$ cat config.mk
export PLATFORM = sky130hd
export DESIGN_NAME = emm_dev_flat
export DESIGN_NICKNAME = d
export VERILOG_FILES = /design/src/emm_pkg.sv /design/src/emm_link_if.sv /design/src/emm_dev.sv /design/src/flat_wrapper.sv
export SDC_FILE = /design/constraint.sdc
export NUM_CORES = 1
export LEC_CHECK = 0
export ABC_AREA = 1
export BUFFER_PORTS_ARGS = -buffer_cell sky130_fd_sc_hd__clkbuf_2
export CAP_MARGIN = 10
export CORE_ASPECT_RATIO = 1.25
export CORE_UTILIZATION = 55
export DETAILED_ROUTE_END_ITERATION = 6
export PLACE_DENSITY = 0.81
export SYNTH_ARGS = -nofsm -noshare
export SYNTH_HDL_FRONTEND = slang
export SYNTH_SLANG_ARGS = --single-unit
$ cat constraint.sdc
create_clock -name ref_clk -period 2.9 [get_ports ref_clk]
set_clock_uncertainty 0.2 [all_clocks]
set_input_delay 0.145 -clock ref_clk [delete_from_list [all_inputs] [get_ports ref_clk]]
set_output_delay 0.145 -clock ref_clk [all_outputs]
set_load 0.05 [all_outputs]
$ cat src/emm_pkg.sv
// Constants, types and helpers shared by both ends of the managed-flash bus link.
// Assumes both ends run on a 125 MHz ref_clk with a synchronous active-high reset.
//
// Summary of operation
// - Single-rate data captured on rising clock edge
// - Device starts in backward-compatible timing mode
// - Switch command with high-speed argument selects high-speed
// - Host keeps clock at most 26MHz before switch
// - Backward-compatible device launches outputs on falling edge; the code drives and releases busy on line 0 on rising edges
// - Dual rate moves data on both edges
// - Command line stays rising-edge only in dual rate
// - Identification mode clock at most 400 kHz
// - Clock limit 26 MHz legacy, 52 MHz high-speed
// - High-speed mode also works at 26MHz clock
package emm_pkg;

   // -----------------------------------------------------------------
   // Link framing
   // -----------------------------------------------------------------
   localparam int IDX_W = 6;
   localparam int ARG_W = 8;
   localparam int DAT_W = 8;
   localparam int CMD_BITS = 16;          // Start, index, argument, end
   localparam int BLK_LEN = 4;            // Bytes per read block
   localparam int FIFO_DEPTH = 16;
   localparam int BUSY_EDGES = 8;         // Busy length after a switch
   localparam logic [IDX_W-1:0] CMD_SWITCH = 6'h06;
   localparam logic [IDX_W-1:0] CMD_READ = 6'h11;
   localparam logic [ARG_W-1:0] ARG_HS = 8'h01;
   localparam logic [ARG_W-1:0] ARG_DDR = 8'h02;
   localparam logic [DAT_W-1:0] DAT_START = 8'h00;
   localparam logic [DAT_W-1:0] DAT_IDLE = 8'hff;

   // -----------------------------------------------------------------
   // Clock rates and divider counts
   // -----------------------------------------------------------------
   localparam int REF_KHZ = 125000;
   localparam int OD_MAX_KHZ = 400;
   localparam int BC_MAX_KHZ = 26000;
   localparam int HS_MAX_KHZ = 52000;
   // Half periods round up so the link clock never exceeds its limit
   localparam int OD_HALF = (REF_KHZ + 2 * OD_MAX_KHZ - 1) / (2 * OD_MAX_KHZ);
   localparam int BC_HALF = (REF_KHZ + 2 * BC_MAX_KHZ - 1) / (2 * BC_MAX_KHZ);
   localparam int HS_HALF = (REF_KHZ + 2 * HS_MAX_KHZ - 1) / (2 * HS_MAX_KHZ);

   // -----------------------------------------------------------------
   // Timing modes
   // -----------------------------------------------------------------
   typedef enum logic [1:0] {EMM_BC, EMM_HS, EMM_DDR} emm_mode_t;

   // Mode requested by a switch argument; unknown values fall back
   function automatic emm_mode_t emm_arg_mode(input logic [ARG_W-1:0] arg);
      emm_arg_mode = (arg == ARG_DDR) ? EMM_DDR : (arg == ARG_HS) ? EMM_HS : EMM_BC;
   endfunction : emm_arg_mode

endpackage : emm_pkg

$ cat src/emm_link_if.sv
// Link wires between host and device: clock, command and eight data lines.
// Assumes data lines are pulled high whenever the device releases them.
`timescale 1ns/10ps
interface emm_link_if;
   logic clk;
   logic cmd;
   logic [7:0] dat_o;
   logic [7:0] dat_oe_n;
   logic [7:0] dat;

   // Released lines read high through the pull-ups
   assign dat = dat_o | dat_oe_n;

   modport host (output clk, output cmd, input dat);
   modport device (input clk, input cmd, output dat_o, output dat_oe_n, input dat);
endinterface : emm_link_if

$ cat src/emm_dev.sv
// Device end of the link plus the read-data FIFO that feeds it.
// Assumes the host makes the link clock; every pin is resynchronised to ref_clk.
`timescale 1ns/10ps

// ---------------------------------------------------------------------
// Read-data FIFO
// ---------------------------------------------------------------------
module emm_fifo #(
   parameter int W = 8,
   parameter int D = 16
) (
   input wire logic ref_clk,
   input wire logic sys_rst,
   input wire logic in_valid,
   output logic in_ready,
   input wire logic [W-1:0] in_data,
   output logic out_valid,
   input wire logic out_ready,
   output logic [W-1:0] out_data,
   output logic [$clog2(D):0] level
);
   localparam int AW = $clog2(D);
   logic [W-1:0] mem [D];
   logic [AW:0] wr_ptr_r;
   logic [AW:0] rd_ptr_r;
   wire push = in_valid & in_ready;
   wire pop = out_valid & out_ready;

   // Full when pointers differ only in the wrap bit
   assign level = wr_ptr_r - rd_ptr_r;
   assign in_ready = (level != (AW+1)'(D));
   assign out_valid = (level != '0);
   assign out_data = mem[rd_ptr_r[AW-1:0]];

   // Storage
   always_ff @(posedge ref_clk) begin
      if (push) begin
         mem[wr_ptr_r[AW-1:0]] <= in_data;
      end
   end

   // Pointers
   always_ff @(posedge ref_clk) begin
      if (sys_rst) begin
         wr_ptr_r <= '0;
         rd_ptr_r <= '0;
      end else begin
         if (push) wr_ptr_r <= wr_ptr_r + 1'b1;
         if (pop) rd_ptr_r <= rd_ptr_r + 1'b1;
      end
   end
endmodule : emm_fifo

// ---------------------------------------------------------------------
// Device end
// ---------------------------------------------------------------------
module emm_dev (
   input wire logic ref_clk,
   input wire logic sys_rst,
   emm_link_if.device link,
   input wire logic wr_valid,
   output logic wr_ready,
   input wire logic [7:0] wr_data,
   output emm_pkg::emm_mode_t mode
);
   typedef enum logic [2:0] {D_IDLE, D_BUSY, D_WAIT, D_DATA, D_END, D_REL} emm_dst_t;

   emm_dst_t st_r;
   emm_pkg::emm_mode_t mode_r;
   emm_pkg::emm_mode_t pend_r;
   logic clk_s1;
   logic clk_s2;
   logic clk_s3;
   logic cmd_s1;
   logic cmd_s2;
   logic rx_on_r;
   logic [4:0] rx_cnt_r;
   logic [14:0] rx_sh_r;
   logic [3:0] cnt_r;
   logic [7:0] dat_o_r;
   logic [7:0] oe_n_r;
   logic f_valid;
   logic [7:0] f_data;
   logic [4:0] f_level;

   // -----------------------------------------------------------------
   // Pin synchronisers
   // -----------------------------------------------------------------
   // Two flops on every pin; the third clock flop only feeds edge detect
   always_ff @(posedge ref_clk) begin
      if (sys_rst) begin
         clk_s1 <= 1'b0;
         clk_s2 <= 1'b0;
         clk_s3 <= 1'b0;
         cmd_s1 <= 1'b1;
         cmd_s2 <= 1'b1;
      end else begin
         clk_s1 <= link.clk;
         clk_s2 <= clk_s1;
         clk_s3 <= clk_s2;
         cmd_s1 <= link.cmd;
         cmd_s2 <= cmd_s1;
      end
   end

   // Edge events and the launch edge of the current mode
   wire rise = clk_s2 & ~clk_s3;
   wire fall = ~clk_s2 & clk_s3;
   wire launch = (mode_r == emm_pkg::EMM_BC) ? fall :
                 (mode_r == emm_pkg::EMM_DDR) ? (rise | fall) :
                 rise;

   // -----------------------------------------------------------------
   // Command receiver
   // -----------------------------------------------------------------
   // Command bits always on the rising edge, whatever the data rate
   always_ff @(posedge ref_clk) begin
      if (sys_rst) begin
         rx_on_r <= 1'b0;
         rx_cnt_r <= '0;
         rx_sh_r <= '0;
      end else if (rise) begin
         if (!rx_on_r) begin
            rx_on_r <= ~cmd_s2;
            rx_cnt_r <= '0;
         end else begin
            rx_sh_r <= {rx_sh_r[13:0], cmd_s2};
            rx_cnt_r <= rx_cnt_r + 1'b1;
            if (rx_cnt_r == 5'(emm_pkg::CMD_BITS - 2)) rx_on_r <= 1'b0;
         end
      end
   end

   // Whole frame seen; a low end bit drops the frame
   wire cmd_done = rise & rx_on_r & (rx_cnt_r == 5'(emm_pkg::CMD_BITS - 2)) & cmd_s2;
   wire [5:0] rx_idx = rx_sh_r[13:8];
   wire [7:0] rx_arg = rx_sh_r[7:0];
   wire take_cmd = cmd_done & (st_r == D_IDLE);

   // -----------------------------------------------------------------
   // Read FIFO
   // -----------------------------------------------------------------
   // Pops only while a block is on the wire, so user writes back up here
   emm_fifo #(.W(emm_pkg::DAT_W), .D(emm_pkg::FIFO_DEPTH)) emm_fifo_inst (
      .ref_clk(ref_clk),
      .sys_rst(sys_rst),
      .in_valid(wr_valid),
      .in_ready(wr_ready),
      .in_data(wr_data),
      .out_valid(f_valid),
      .out_ready((st_r == D_DATA) & launch),
      .out_data(f_data),
      .level(f_level)
   );

   // A block starts only once it is whole, so it never stalls mid-way
   wire blk_ready = (f_level >= 5'(emm_pkg::BLK_LEN)) & f_valid;

   // -----------------------------------------------------------------
   // Transfer sequencer
   // -----------------------------------------------------------------
   always_ff @(posedge ref_clk) begin
      if (sys_rst) begin
         st_r <= D_IDLE;
         mode_r <= emm_pkg::EMM_BC;
         pend_r <= emm_pkg::EMM_BC;
         cnt_r <= '0;
         dat_o_r <= emm_pkg::DAT_IDLE;
         oe_n_r <= 8'hff;
      end else begin
         unique case (st_r)
            D_IDLE: begin
               cnt_r <= '0;
               if (take_cmd && rx_idx == emm_pkg::CMD_SWITCH) begin
                  pend_r <= emm_pkg::emm_arg_mode(rx_arg);
                  dat_o_r <= 8'hfe;                               // Busy on line 0
                  oe_n_r <= 8'hfe;
                  st_r <= D_BUSY;
               end else if (take_cmd && rx_idx == emm_pkg::CMD_READ) begin
                  st_r <= D_WAIT;
               end
            end
            D_BUSY: begin
               // New timing applies only once busy is released
               if (rise) cnt_r <= cnt_r + 1'b1;
               if (rise && cnt_r == 4'(emm_pkg::BUSY_EDGES - 1)) begin
                  mode_r <= pend_r;
                  dat_o_r <= emm_pkg::DAT_IDLE;
                  oe_n_r <= 8'hff;
                  st_r <= D_IDLE;
               end
            end
            D_WAIT: begin
               if (launch && blk_ready) begin
                  dat_o_r <= emm_pkg::DAT_START;
                  oe_n_r <= 8'h00;
                  st_r <= D_DATA;
               end
            end
            D_DATA: begin
               if (launch) begin
                  dat_o_r <= f_data;
                  cnt_r <= cnt_r + 1'b1;
                  if (cnt_r == 4'(emm_pkg::BLK_LEN - 1)) st_r <= D_END;
               end
            end
            D_END: begin
               if (launch) begin
                  dat_o_r <= emm_pkg::DAT_IDLE;
                  st_r <= D_REL;
               end
            end
            D_REL: begin
               if (launch) begin
                  oe_n_r <= 8'hff;
                  st_r <= D_IDLE;
               end
            end
         endcase
      end
   end

   assign link.dat_o = dat_o_r;
   assign link.dat_oe_n = oe_n_r;
   assign mode = mode_r;
endmodule : emm_dev

$ cat src/flat_wrapper.sv
// flat-port wrapper written by rule: the top's interface ports become plain ports
module emm_dev_flat 
  (ref_clk, sys_rst, wr_valid, wr_ready, wr_data, mode, link_clk, link_cmd, link_dat_o, link_dat_oe_n);
  emm_link_if link_i ();
  input wire logic ref_clk;
  input wire logic sys_rst;
  input wire logic wr_valid;
  output logic wr_ready;
  input wire logic [7:0] wr_data;
  output emm_pkg::emm_mode_t mode;
  input wire logic [$bits(link_i.clk)-1:0] link_clk;
  input wire logic [$bits(link_i.cmd)-1:0] link_cmd;
  output wire logic [$bits(link_i.dat_o)-1:0] link_dat_o;
  output wire logic [$bits(link_i.dat_oe_n)-1:0] link_dat_oe_n;
  assign link_i.clk = link_clk;
  assign link_i.cmd = link_cmd;
  assign link_dat_o = link_i.dat_o;
  assign link_dat_oe_n = link_i.dat_oe_n;
  emm_dev u_core (.ref_clk(ref_clk), .sys_rst(sys_rst), .link(link_i), .wr_valid(wr_valid), .wr_ready(wr_ready), .wr_data(wr_data), .mode(mode));
endmodule
Yosys cells after proc, flatten, opt, wreduce, memory -nomap -nowiden. Memory sizes are Yosys's and may differ from the RTL's. A register that Yosys moved wholly into a read port is not among the register bits. Index checks and enable logic that the tools add are counted.

Equal/unequal tests: 23. Add/sub/neg operators: 5. Muxes and demuxes: 30. Order comparisons: 1. Reduce and logical (&&, ||, !) cells: 17. Bitwise gates (word level): 14.

Operators with widths (number): 8-bit 2-to-1 mux (5); 8-bit case mux with 5 select lines (1); 8-bit case mux with 4 select lines (1); 3-bit 2-to-1 mux (8); 3-bit case mux with 6 select lines (1); 4-bit 2-to-1 mux (4); 5-bit by 1-bit adder with 5-bit output, second input constant (3); 2-bit by 1-bit != test with 1-bit output, second input constant (6); 4-bit case mux with 3 select lines (1); 1-bit bitwise AND (10); 5-bit nonzero test (2); 8-bit by 1-bit equality test with 1-bit output, second input constant (1); 8-bit by 2-bit equality test with 1-bit output, second input constant (1); 1-bit 2-to-1 mux (7); 7-bit AND reduction (1); 3-bit by 2-bit equality test with 1-bit output, second input constant (2); 3-bit equality test, second input constant (2); 6-bit by 3-bit equality test with 1-bit output, second input constant (1); 6-bit by 5-bit equality test with 1-bit output, second input constant (1); 2-bit AND reduction (3); 6-bit AND reduction (1); 5-bit by 4-bit equality test with 1-bit output, second input constant (1); 5-bit by 3-bit greater-or-equal comparator with 1-bit output, second input constant (1); 5-bit 2-to-1 mux (1); other kinds (19) (25).

Memories kept: 1. Word-level logic and storage cells: 107. Register bits after elaboration: 62. Memory bits (writable): 128. Bits of input ports: 13.

Memories: u_core.emm_fifo_inst.mem (depth 16, bits a word 8, rd ports 1, clocked after Yosys merged registers in 1, write ports 1, line emm_dev.sv:23) `logic [W-1:0] mem [D];`.

Depth between registers and ports, before layout. Gate-level depths: netlist of run 1.

Word-level depth: 10. Depth in mapped cells: 15.

Modules after synthesis. A second synthesis of run 1 with hierarchy kept.

Cells, all modules: 823. Area total of the unflattened synthesis: 8225.4 um2.

Modules (own cells, without submodules): emm_fifo (sequential area each 4124.0 um2, times used 1, area an instance 5883.1 um2, cells an instance 489); emm_dev (sequential area each 920.9 um2, times used 1, area an instance 2252.2 um2, cells an instance 310); emm_dev_flat (sequential area each 0.0 um2, times used 1, area an instance 90.1 um2, cells an instance 24).

Worst setup path after synthesis of run 1. Ideal clock, no wire load.

Path type: register to register. Start point: register u_core.emm_fifo_inst.rd_ptr_r[2]. End point: memory u_core.emm_fifo_inst.mem[7][0], enable pin. Arrival time: 2.500 ns. Path buffers: 1. Data required time: 2.317 ns. Library setup time: 0.383 ns. Setup slack: -0.184 ns. Stages on the path, launching flop included: 11. Period minus slack after synthesis: 3.084 ns. Cell sequence: dfxtp_1 -> inv_1 -> ha_1 -> nor2_1 -> xor2_1 -> nor2_1 -> and3_1 -> nand2_1 -> nand2_1 -> buf_4 -> nor3_1.

Word-level cells in the longest chain between the ends: 5.

RTL lines: start: declaration (line emm_dev.sv:25) `logic [AW:0] rd_ptr_r;`; start signal: assignment (line emm_dev.sv:49) `if (pop) rd_ptr_r <= rd_ptr_r + 1'b1;`; 5-bit subtractor (line emm_dev.sv:30) `assign level = wr_ptr_r - rd_ptr_r;`; 5-bit != test (line emm_dev.sv:31) `assign in_ready = (level != (AW+1)'(D));`; via wr_ready (line flat_wrapper.sv:8) `output logic wr_ready;`; 1-bit bitwise AND (line emm_dev.sv:26) `wire push = in_valid & in_ready;`; 1-bit 2-to-1 mux (line emm_dev.sv:37) `if (push) begin`; 1-bit 2-to-1 mux (not written as such) (line emm_dev.sv:38) `mem[wr_ptr_r[AW-1:0]] <= in_data;`; end: declaration (line emm_dev.sv:23).

The timed path passes the listed nets, and every way through them passes these cells.

Worst setup path after layout of run 1.
Start point: register u_core.emm_fifo_inst.rd_ptr_r[2]. End point: memory u_core.emm_fifo_inst.mem[0][6], enable pin.

Word-level cells in the longest chain between the ends: 5.

RTL lines (line): 5-bit subtractor (emm_dev.sv:30); 5-bit != test (emm_dev.sv:31); 1-bit bitwise AND (emm_dev.sv:26); 1-bit 2-to-1 mux (emm_dev.sv:37); 1-bit 2-to-1 mux (not written as such) (emm_dev.sv:38).

No other way between the ends.

==> summary.md, run 1 <==
| Metric | Value |
|---|---|
| Power, Total | 5439 µW |
| Post-route setup TNS | 0 ns |
| Fillers | 1127 |
| Most frequent cell after synthesis | nor2_1 |
| Root Buffer | clkbuf_16 |
| Worst EP arrival | 2.65 ns |
| Die Span Y | 137.9 µm |
| Slew HR | 0.5786 |
| Hold violation total from the final report | 0 |
| Status | completed |
| Placement Cell Area | 8458 µm² |
| RR Endpoint | u_core.emm_fifo_inst.mem[0][6] |
| Slew Limit Fails | 0 |
| Share of cells above drive strength 1 | 0.1346 |
| Yosys top cell by area | edfxtp_1 |
| Avg Inst Size Synth | 9.904 µm² |
| Hold Crit Class | input port to flop |
| Critical Path End Type | flop |
| CTS tree | built |
| Pre-CTS WS | 0.1768 ns |
| Vias per inst | 5.602 |
| Setup Fix Bufs, Post-CTS | 0 |
| Top cells by area, synth | edfxtp_1 47%, dfxtp_1 15%, nor2_1 6.7%, nand2_1 5.5%, o21ai_0 5.0% |
| Min-delay src | wr_data[0] |
| Crit Path Class | flop to flop |
| Worst VDD drop | 465.7 µV |
| Row cnt | 49 |
| FF-to-FF setup slack | 0.15 ns |
| WL per Instance | 17.38 µm |
| Vias | 5865 |
| Fin crit period | 2.753 ns |
| All-layer global routing usage | 0.2526 |
| GR Overflow Total | 0 |
| Mapped Area | 8122 µm² |
| Ant diodes | 0 |
| Post-synth top cells | 144 x nor2_1, 128 x edfxtp_1, 119 x nand2_1 |
| R2R cell count | 11 |
| Final Net Count | 883 |
| Antenna-violating nets left | 0 |
| Area delta synth->final | 12.22% |
| DRT Wirelength | 18190 µm |
| Detailed Routing Iterations Pass 1 | 5 |
| Syn Nets | 847 |
| I/O pins | 32 |
| Worst flop-to-flop path startpoint | u_core.emm_fifo_inst.rd_ptr_r[2] |
| FF/Latch Area | 5049 µm² |
| Sequential area share after synthesis | 0.6212 |
| PD cells | 596.8 nW/µm² |
| Vias in the first global route | 5744 |
| Fmax | 363.3 MHz |
| Iter 0 DRT Violations | 535 |
| # setup viols final | 0 |
| Design Area, Final | 9114 µm² |
| Async S/R FF share, synth | 0 |
| Post-synth EDFFs | 128 |
| Core ar. | 14410 µm² |
| RSZ-0062 raised after global routing | yes |
| Mapped Cells | 820 |
| Chip Width | 110.7 µm |
| Synth Register Bits | 188 |
| Worst-path clk slew | 0.07 ns |
| Worst-margin pin slew | 0.6321 ns |
| HPWL Detailed | 12110 µm |
| CTS Buf Count | 17 |
| CP Launch Type | flop |
| Antenna violations before repair | 0 |
| Die area | 15260 µm² |
| Largest net degree at the start of global routing | 65 |
| YS warnings | 0 |
| CP required | 2.79 ns |
| Share of the clock period used by the worst path after layout | 0.9492 |
| Placer Congestion | 0.9171 |
| Longest Clk Path Bufs | 2 |
| First-pass GRT wire length | 29280 µm |
| Hold depth | 1 |
| Ys flop type | edfxtp_1 |
| Yosys top cell area share | 0.4733 |
| CTS sink count | 188 |
| Max FO, Critical Path | 8 |
| Static leakage | 0.003436 µW |
| Max_cap viols | 0 |
| Netlist cell types | 42 |
| Starting Density | 0.5637 |
| Multi-input logic area | 2661 µm² |
| IO Port Bufs | 31 |
| Clk Latency, worst-skew pair | 0.44 ns |
| CTS HTree Levels | 4 |
| Final worst slack | 0.1474 ns |
| Post-route DRC | 0 |
| Min-Delay Endpoint | u_core.emm_fifo_inst.mem[11][0] |
==> layout make-up <==
class / instances / share of cell area
clock buffers: 19 / 0.05093
well taps: 178 / 0.02444
flip-flops and latches: 188 / 0.5540
multi-input cells: 534 / 0.2920
inverters: 57 / 0.02389
clock inverters: 13 / 0.01387
repair buffers: 58 / 0.04091
==> layout by cell type, fill, tap and decap left out, types with 2 or more instances in the layout <==
cell	instances
o211ai_1	20
nor2_2	9
o21ai_0	81
xor2_1	6
a21oi_1	28
nand2_4	2
nor2_4	2
o21ai_1	3
clkbuf_16	18
nor3_1	6
xnor2_1	3
nand3_1	75
nor3_2	2
or2_2	3
nand2_1	119
buf_4	21
edfxtp_1	128
nor3b_1	2
clkbuf_2	31
inv_1	50
dfxtp_2	3
ha_1	14
clkinv_2	3
nor2_1	139
o22ai_1	3
a211oi_1	2
inv_2	4
nand4_1	4
dfxtp_1	57
clkinv_4	3
nand2_2	2
inv_6	6
dlygate4sd3_1	6
==> registers in the layout (all words and copies together), names as in the netlist, named ones only <==
signal / cells
u_core.rx_sh_r: 14
u_core.rx_on_r: 1
u_core.link.dat_o: 8
u_core.cmd_s2: 1
u_core.emm_fifo_inst.rd_ptr_r: 5
u_core.link.dat_oe_n: 2
u_core.clk_s2: 1
u_core.st_r: 3
u_core.cnt_r: 4
u_core.mode: 2
u_core.cmd_s1: 1
u_core.rx_cnt_r: 5
u_core.clk_s3: 1
u_core.pend_r: 2
u_core.clk_s1: 1
u_core.emm_fifo_inst.wr_ptr_r: 5
u_core.emm_fifo_inst.mem: 128
==> per-layer routing <==
metal	vias up	global-route usage	share of wire	wire length, µm
met5	-	0	0	0
met4	0	0.1081	0.026	476
met3	40	0.05114	0.059	1075
met2	202	0.4620	0.53	9600
met1	2756	0.2891	0.39	7040
li1	2867	-	-	-
==> worst max path at each step <==
stage,start,end,slack [ns],cells past startpoint
6_report,u_core.emm_fifo_inst.rd_ptr_r[2],u_core.emm_fifo_inst.mem[0][6],0.15,11
5_1_grt,u_core.emm_fifo_inst.rd_ptr_r[2],u_core.emm_fifo_inst.mem[12][4],-0.02,11
2_1_floorplan,u_core.emm_fifo_inst.rd_ptr_r[2],u_core.emm_fifo_inst.mem[7][0],-0.18,10
3_3_place_gp,u_core.emm_fifo_inst.rd_ptr_r[2],u_core.emm_fifo_inst.mem[12][2],0.26,11
3_5_place_dp,u_core.emm_fifo_inst.wr_ptr_r[2],u_core.emm_fifo_inst.mem[12][2],0.18,10
4_1_cts,u_core.emm_fifo_inst.wr_ptr_r[2],u_core.emm_fifo_inst.mem[12][4],0.07,10
==> report_power, final <==
group	leakage (µW)	switching, µW	internal (µW)
clock network	0.000291	1030	1270
logic	0.00150	162	61.5
registers	0.00164	15.1	2900
==> metrics by stage <==
step                std cells  utilization  hold slack, ns
finish                   1047       0.6326         0.03185
global route             1047       0.6326         0.04279
CTS                      1047       0.6322         0.02211
detailed placement       1009       0.5871          0.1346
global placement         1009       0.5871          0.1287
floorplan                 820            -         0.04387
==> logic make-up (layout without fill, tap and decap cells) <==
kind of cell / count (synthesis) / in the layout / share of synthesized area
DFF: 188 / 188 / 0.6212
buffers and inverters: 98 / 147 / 0.05269
xor gates and xnor gates: 9 / 9 / 0.009706
adders and majority gates: 14 / 14 / 0.02157
and+or+nand+nor: 369 / 369 / 0.1967
AOI/OAI and AO/OA: 142 / 142 / 0.09814
==> repair_timing <==
| action | CTS | global route |
|---|---|---|
| setup endpoints to repair | 0 | 45 |
| hold buffers | 6 | 0 |
| hold endpoints to repair | 14 | 0 |
| gates resized for setup | 0 | 3 |
==> worst max-delay path, cell delays in order, from the launching register on <==
cell	delay, ns
dfxtp_2	0.37
inv_1	0.05
ha_1	0.32
nor2_2	0.16
xor2_1	0.17
nor2_1	0.08
and3_1	0.15
nand2_1	0.07
nand2_1	0.07
inv_1	0.14
nand2_1	0.22
nor2_2	0.39
Note: power is estimated with default switching activity, not from simulation.
==> run 2: changes to the inputs <==
- GPL_TIMING_DRIVEN: default -> 0
==> run 2 against run 1 <==
  * Die area unchanged
  * Final cell count grew 3.0%
  * Critical path depth is 1 higher
  * Global-route usage up 0.83 points
  * Sequential share of layout area down 2.6 points
  * Total power up 6.2%
  * Routed wire length rose by 5.7%
==> summary.md, run 2 (synthesized netlist as in run 1, its figures left out) <==
| Metric | Value |
|---|---|
| CTS sink count | 188 (unchanged) |
| GRT met3 Usage | 0.04764 (-0.003497) |
| Fin crit period | 2.668 ns (-0.08452 ns) |
| Commonest non-fill, non-tap cells in the layout | 131 x nor2_1, 128 x edfxtp_1, 116 x nand2_1 |
| HPWL Detailed | 12560 µm (+3.7%) |
| Vias in the first global route | 5950 (+3.6%) |
| Placed Instances | 1030 (+2.1%) |
| Share of the clock period used by the worst path after layout | 0.9200 (-0.02915) |
| Post-route DRC | 0 (unchanged) |
| Hold Crit Class | input port to flop |
| Die area | 15260 µm² (unchanged) |
| Max FO, Critical Path | 8 (unchanged) |
| Switching Share | 0.2057 (-0.01541) |
| GR Layer Usage met1 | 0.2915 (+0.002394) |
| # setup viols final | 0 (unchanged) |
| GRT Max-Usage Layer | met2 |
| Clk network pwr share | 0.451 (+0.028) |
| Non-Filler Instances | 1078 (+3.0%) |
| GR Util met2 | 0.4852 (+0.02312) |
| Static leakage | 0.003578 µW (+4.1%) |
| Clk Latency, worst-skew pair | 0.44 ns (about the same) |
| Design Area, Final | 9550 µm² (+4.8%) |
| DRT Wirelength | 19230 µm (+5.7%) |
| Combinational share of power | 0.045 (+0.004) |
| Starting Density | 0.5637 (unchanged) |
| Largest net degree at the start of global routing | 17 (-74%) |
| Int Power | 4590 µW (+8.4%) |
| Crit Path Class | flop to flop |
| CTS HTree Levels | 4 (unchanged) |
| Hold violation total from the final report | 0 (unchanged) |
| RSZ-0062 raised after global routing | no |
| Slew HR | 0.6472 (+0.06859) |
| Commonest non-fill, non-tap cell in the layout | nor2_1 |
| CP Launch Type | flop |
| Worst VDD drop | 481.1 µV (+3.3%) |
| Iter 0 DRT Violations | 631 (+18%) |
| FF-to-FF setup slack | 0.23 ns (+0.08 ns) |
| First-pass GRT wire length | 30010 µm (+2.5%) |
| Max reg flops | 128 (unchanged) |
| Chip Width | 110.7 µm (unchanged) |
| Worst-margin pin slew | 0.5292 ns (-0.1029 ns) |
| Post-Route Utilization | 0.6629 (+0.03031) |
| Max_cap viols | 0 (unchanged) |
| Final Net Count | 914 (+3.5%) |
| Min Hold Slack | 0.01709 ns (-0.01476 ns) |
| CTS Buf Count | 17 (unchanged) |
| Ant diodes | 0 (unchanged) |
| Worst EP arrival | 2.62 ns (-0.03 ns) |
| Sequential share of power | 0.504 (-0.032) |
| WL per Instance | 17.84 µm (+2.7%) |
| Share of cells above drive strength 1 | 0.1556 (+0.02092) |
| Detailed Routing Iterations Pass 1 | 6 (+1) |
| Antenna-violating nets left | 0 (unchanged) |
| IO Port Bufs | 31 (unchanged) |
| Area delta synth->final | 17.59% |
| Worst-path clk slew | 0.07 ns (about the same) |
| Root Buffer | clkbuf_16 |
| Fmax | 374.8 MHz (+3.2%) |
| Status | completed |
| Vias per inst | 5.627 (+0.45%) |
| Critical Path End Type | flop |
| All-layer global routing usage | 0.2609 (+0.008299) |
| Antenna violations before repair | 0 (unchanged) |
| Slew Limit Fails | 0 (unchanged) |
| CP required | 2.85 ns (+0.06 ns) |
| GR Overflow Total | 0 (unchanged) |
| Switching power of the nets | 1189 µW (-1.2%) |
| Fillers | 1044 (-7.4%) |
| Vias | 6066 (+3.4%) |
| I/O pins | 32 (unchanged) |
| CTS tree | built |
| Longest Clk Path Bufs | 2 (unchanged) |
| Placer Congestion | 0.8990 (-2.0%) |
| PD cells | 605.1 nW/µm² (+1.4%) |
| Core ar. | 14410 µm² (unchanged) |
| Power, Total | 5779 µW (+6.2%) |
| Die Span Y | 137.9 µm (unchanged) |
| Row cnt | 49 (unchanged) |
| Placement Cell Area | 8514 µm² (+0.67%) |
[run 2: cell count changes in the layout (fill, tap and decap cells not counted), sizes merged]
cell         before  now
bufinv            1    6
dlygate4sd3       6    8
clkbuf           50   64
inv              61   57
clkinvlp          1    2
buf              21   34
[run 2: worst paths after layout]
kind / from / to / cells past startpoint
min: wr_data[3] / u_core.emm_fifo_inst.mem[3][3] / 1
min reg2reg: u_core.clk_s1 / u_core.clk_s2 / 2
max reg2reg: u_core.emm_fifo_inst.rd_ptr_r[2] / u_core.emm_fifo_inst.mem[1][0] / 12
max: u_core.emm_fifo_inst.rd_ptr_r[2] / u_core.emm_fifo_inst.mem[1][0] / 12
[run 2: cell type report]
type,count,area (µm²),area share
Sequential cell,188,5046,0.5284
Multi-Input combinational cell,534,2783,0.2914
Clock buffer,17,425.4,0.04454
Timing Repair Buffer,48,402.9,0.04219
Clock inverter,15,242.7,0.02542
Tap cell,178,222.7,0.02332
Inverter,57,217.7,0.02280
Buffer,41,210.2,0.02201
[run 2: what timing repair did]
item / 4_1_cts / 5_1_grt
setup buffers: 0 / 8
setup endpoints to repair: 93 / 118
cloned: 0 / 0
hold endpoints to repair: 74 / 0
resized for setup: 15 / 19
hold buffers: 8 / 0
pin swaps: 0 / 6
[run 2: routing by layer]
metal,wire length [µm],share of wire
met1,7017,0.36
met2,10380,0.54
met3,1297,0.067
met4,533,0.028
met5,0,0
[run 2: per-stage QoR]
step	TNS, ns	worst slack, ns
2_1_floorplan	-6.546	-0.1836
3_3_place_gp	-18.54	-0.4679
3_5_place_dp	-17.84	-0.3669
4_1_cts	-3.279	-0.1951
5_1_grt	0	0.04355
6_report	0	0.2319
[run 2: power by group through the flow]
stage | Sequential (µW) | Clock (µW) | Combinational (µW)
after global placement | 2970 | 0 | 200
after detailed placement | 2970 | 0 | 206
after floorplan | 2970 | 0 | 127
final | 2920 | 2610 | 258
after CTS | 2910 | 2610 | 226
after global routing | 2920 | 2730 | 286
[run 2: worst max-delay path, cell delays in order, from the launching register on]
cell and delay, ns:
dfxtp_2 0.38, inv_1 0.06, ha_1 0.32, nor2_1 0.14, xor2_1 0.15, nor2_1 0.08, and3_1 0.15, nand2_1 0.08
nand2_1 0.12, inv_2 0.15, nand2_2 0.20, nor2_4 0.20, buf_12 0.15
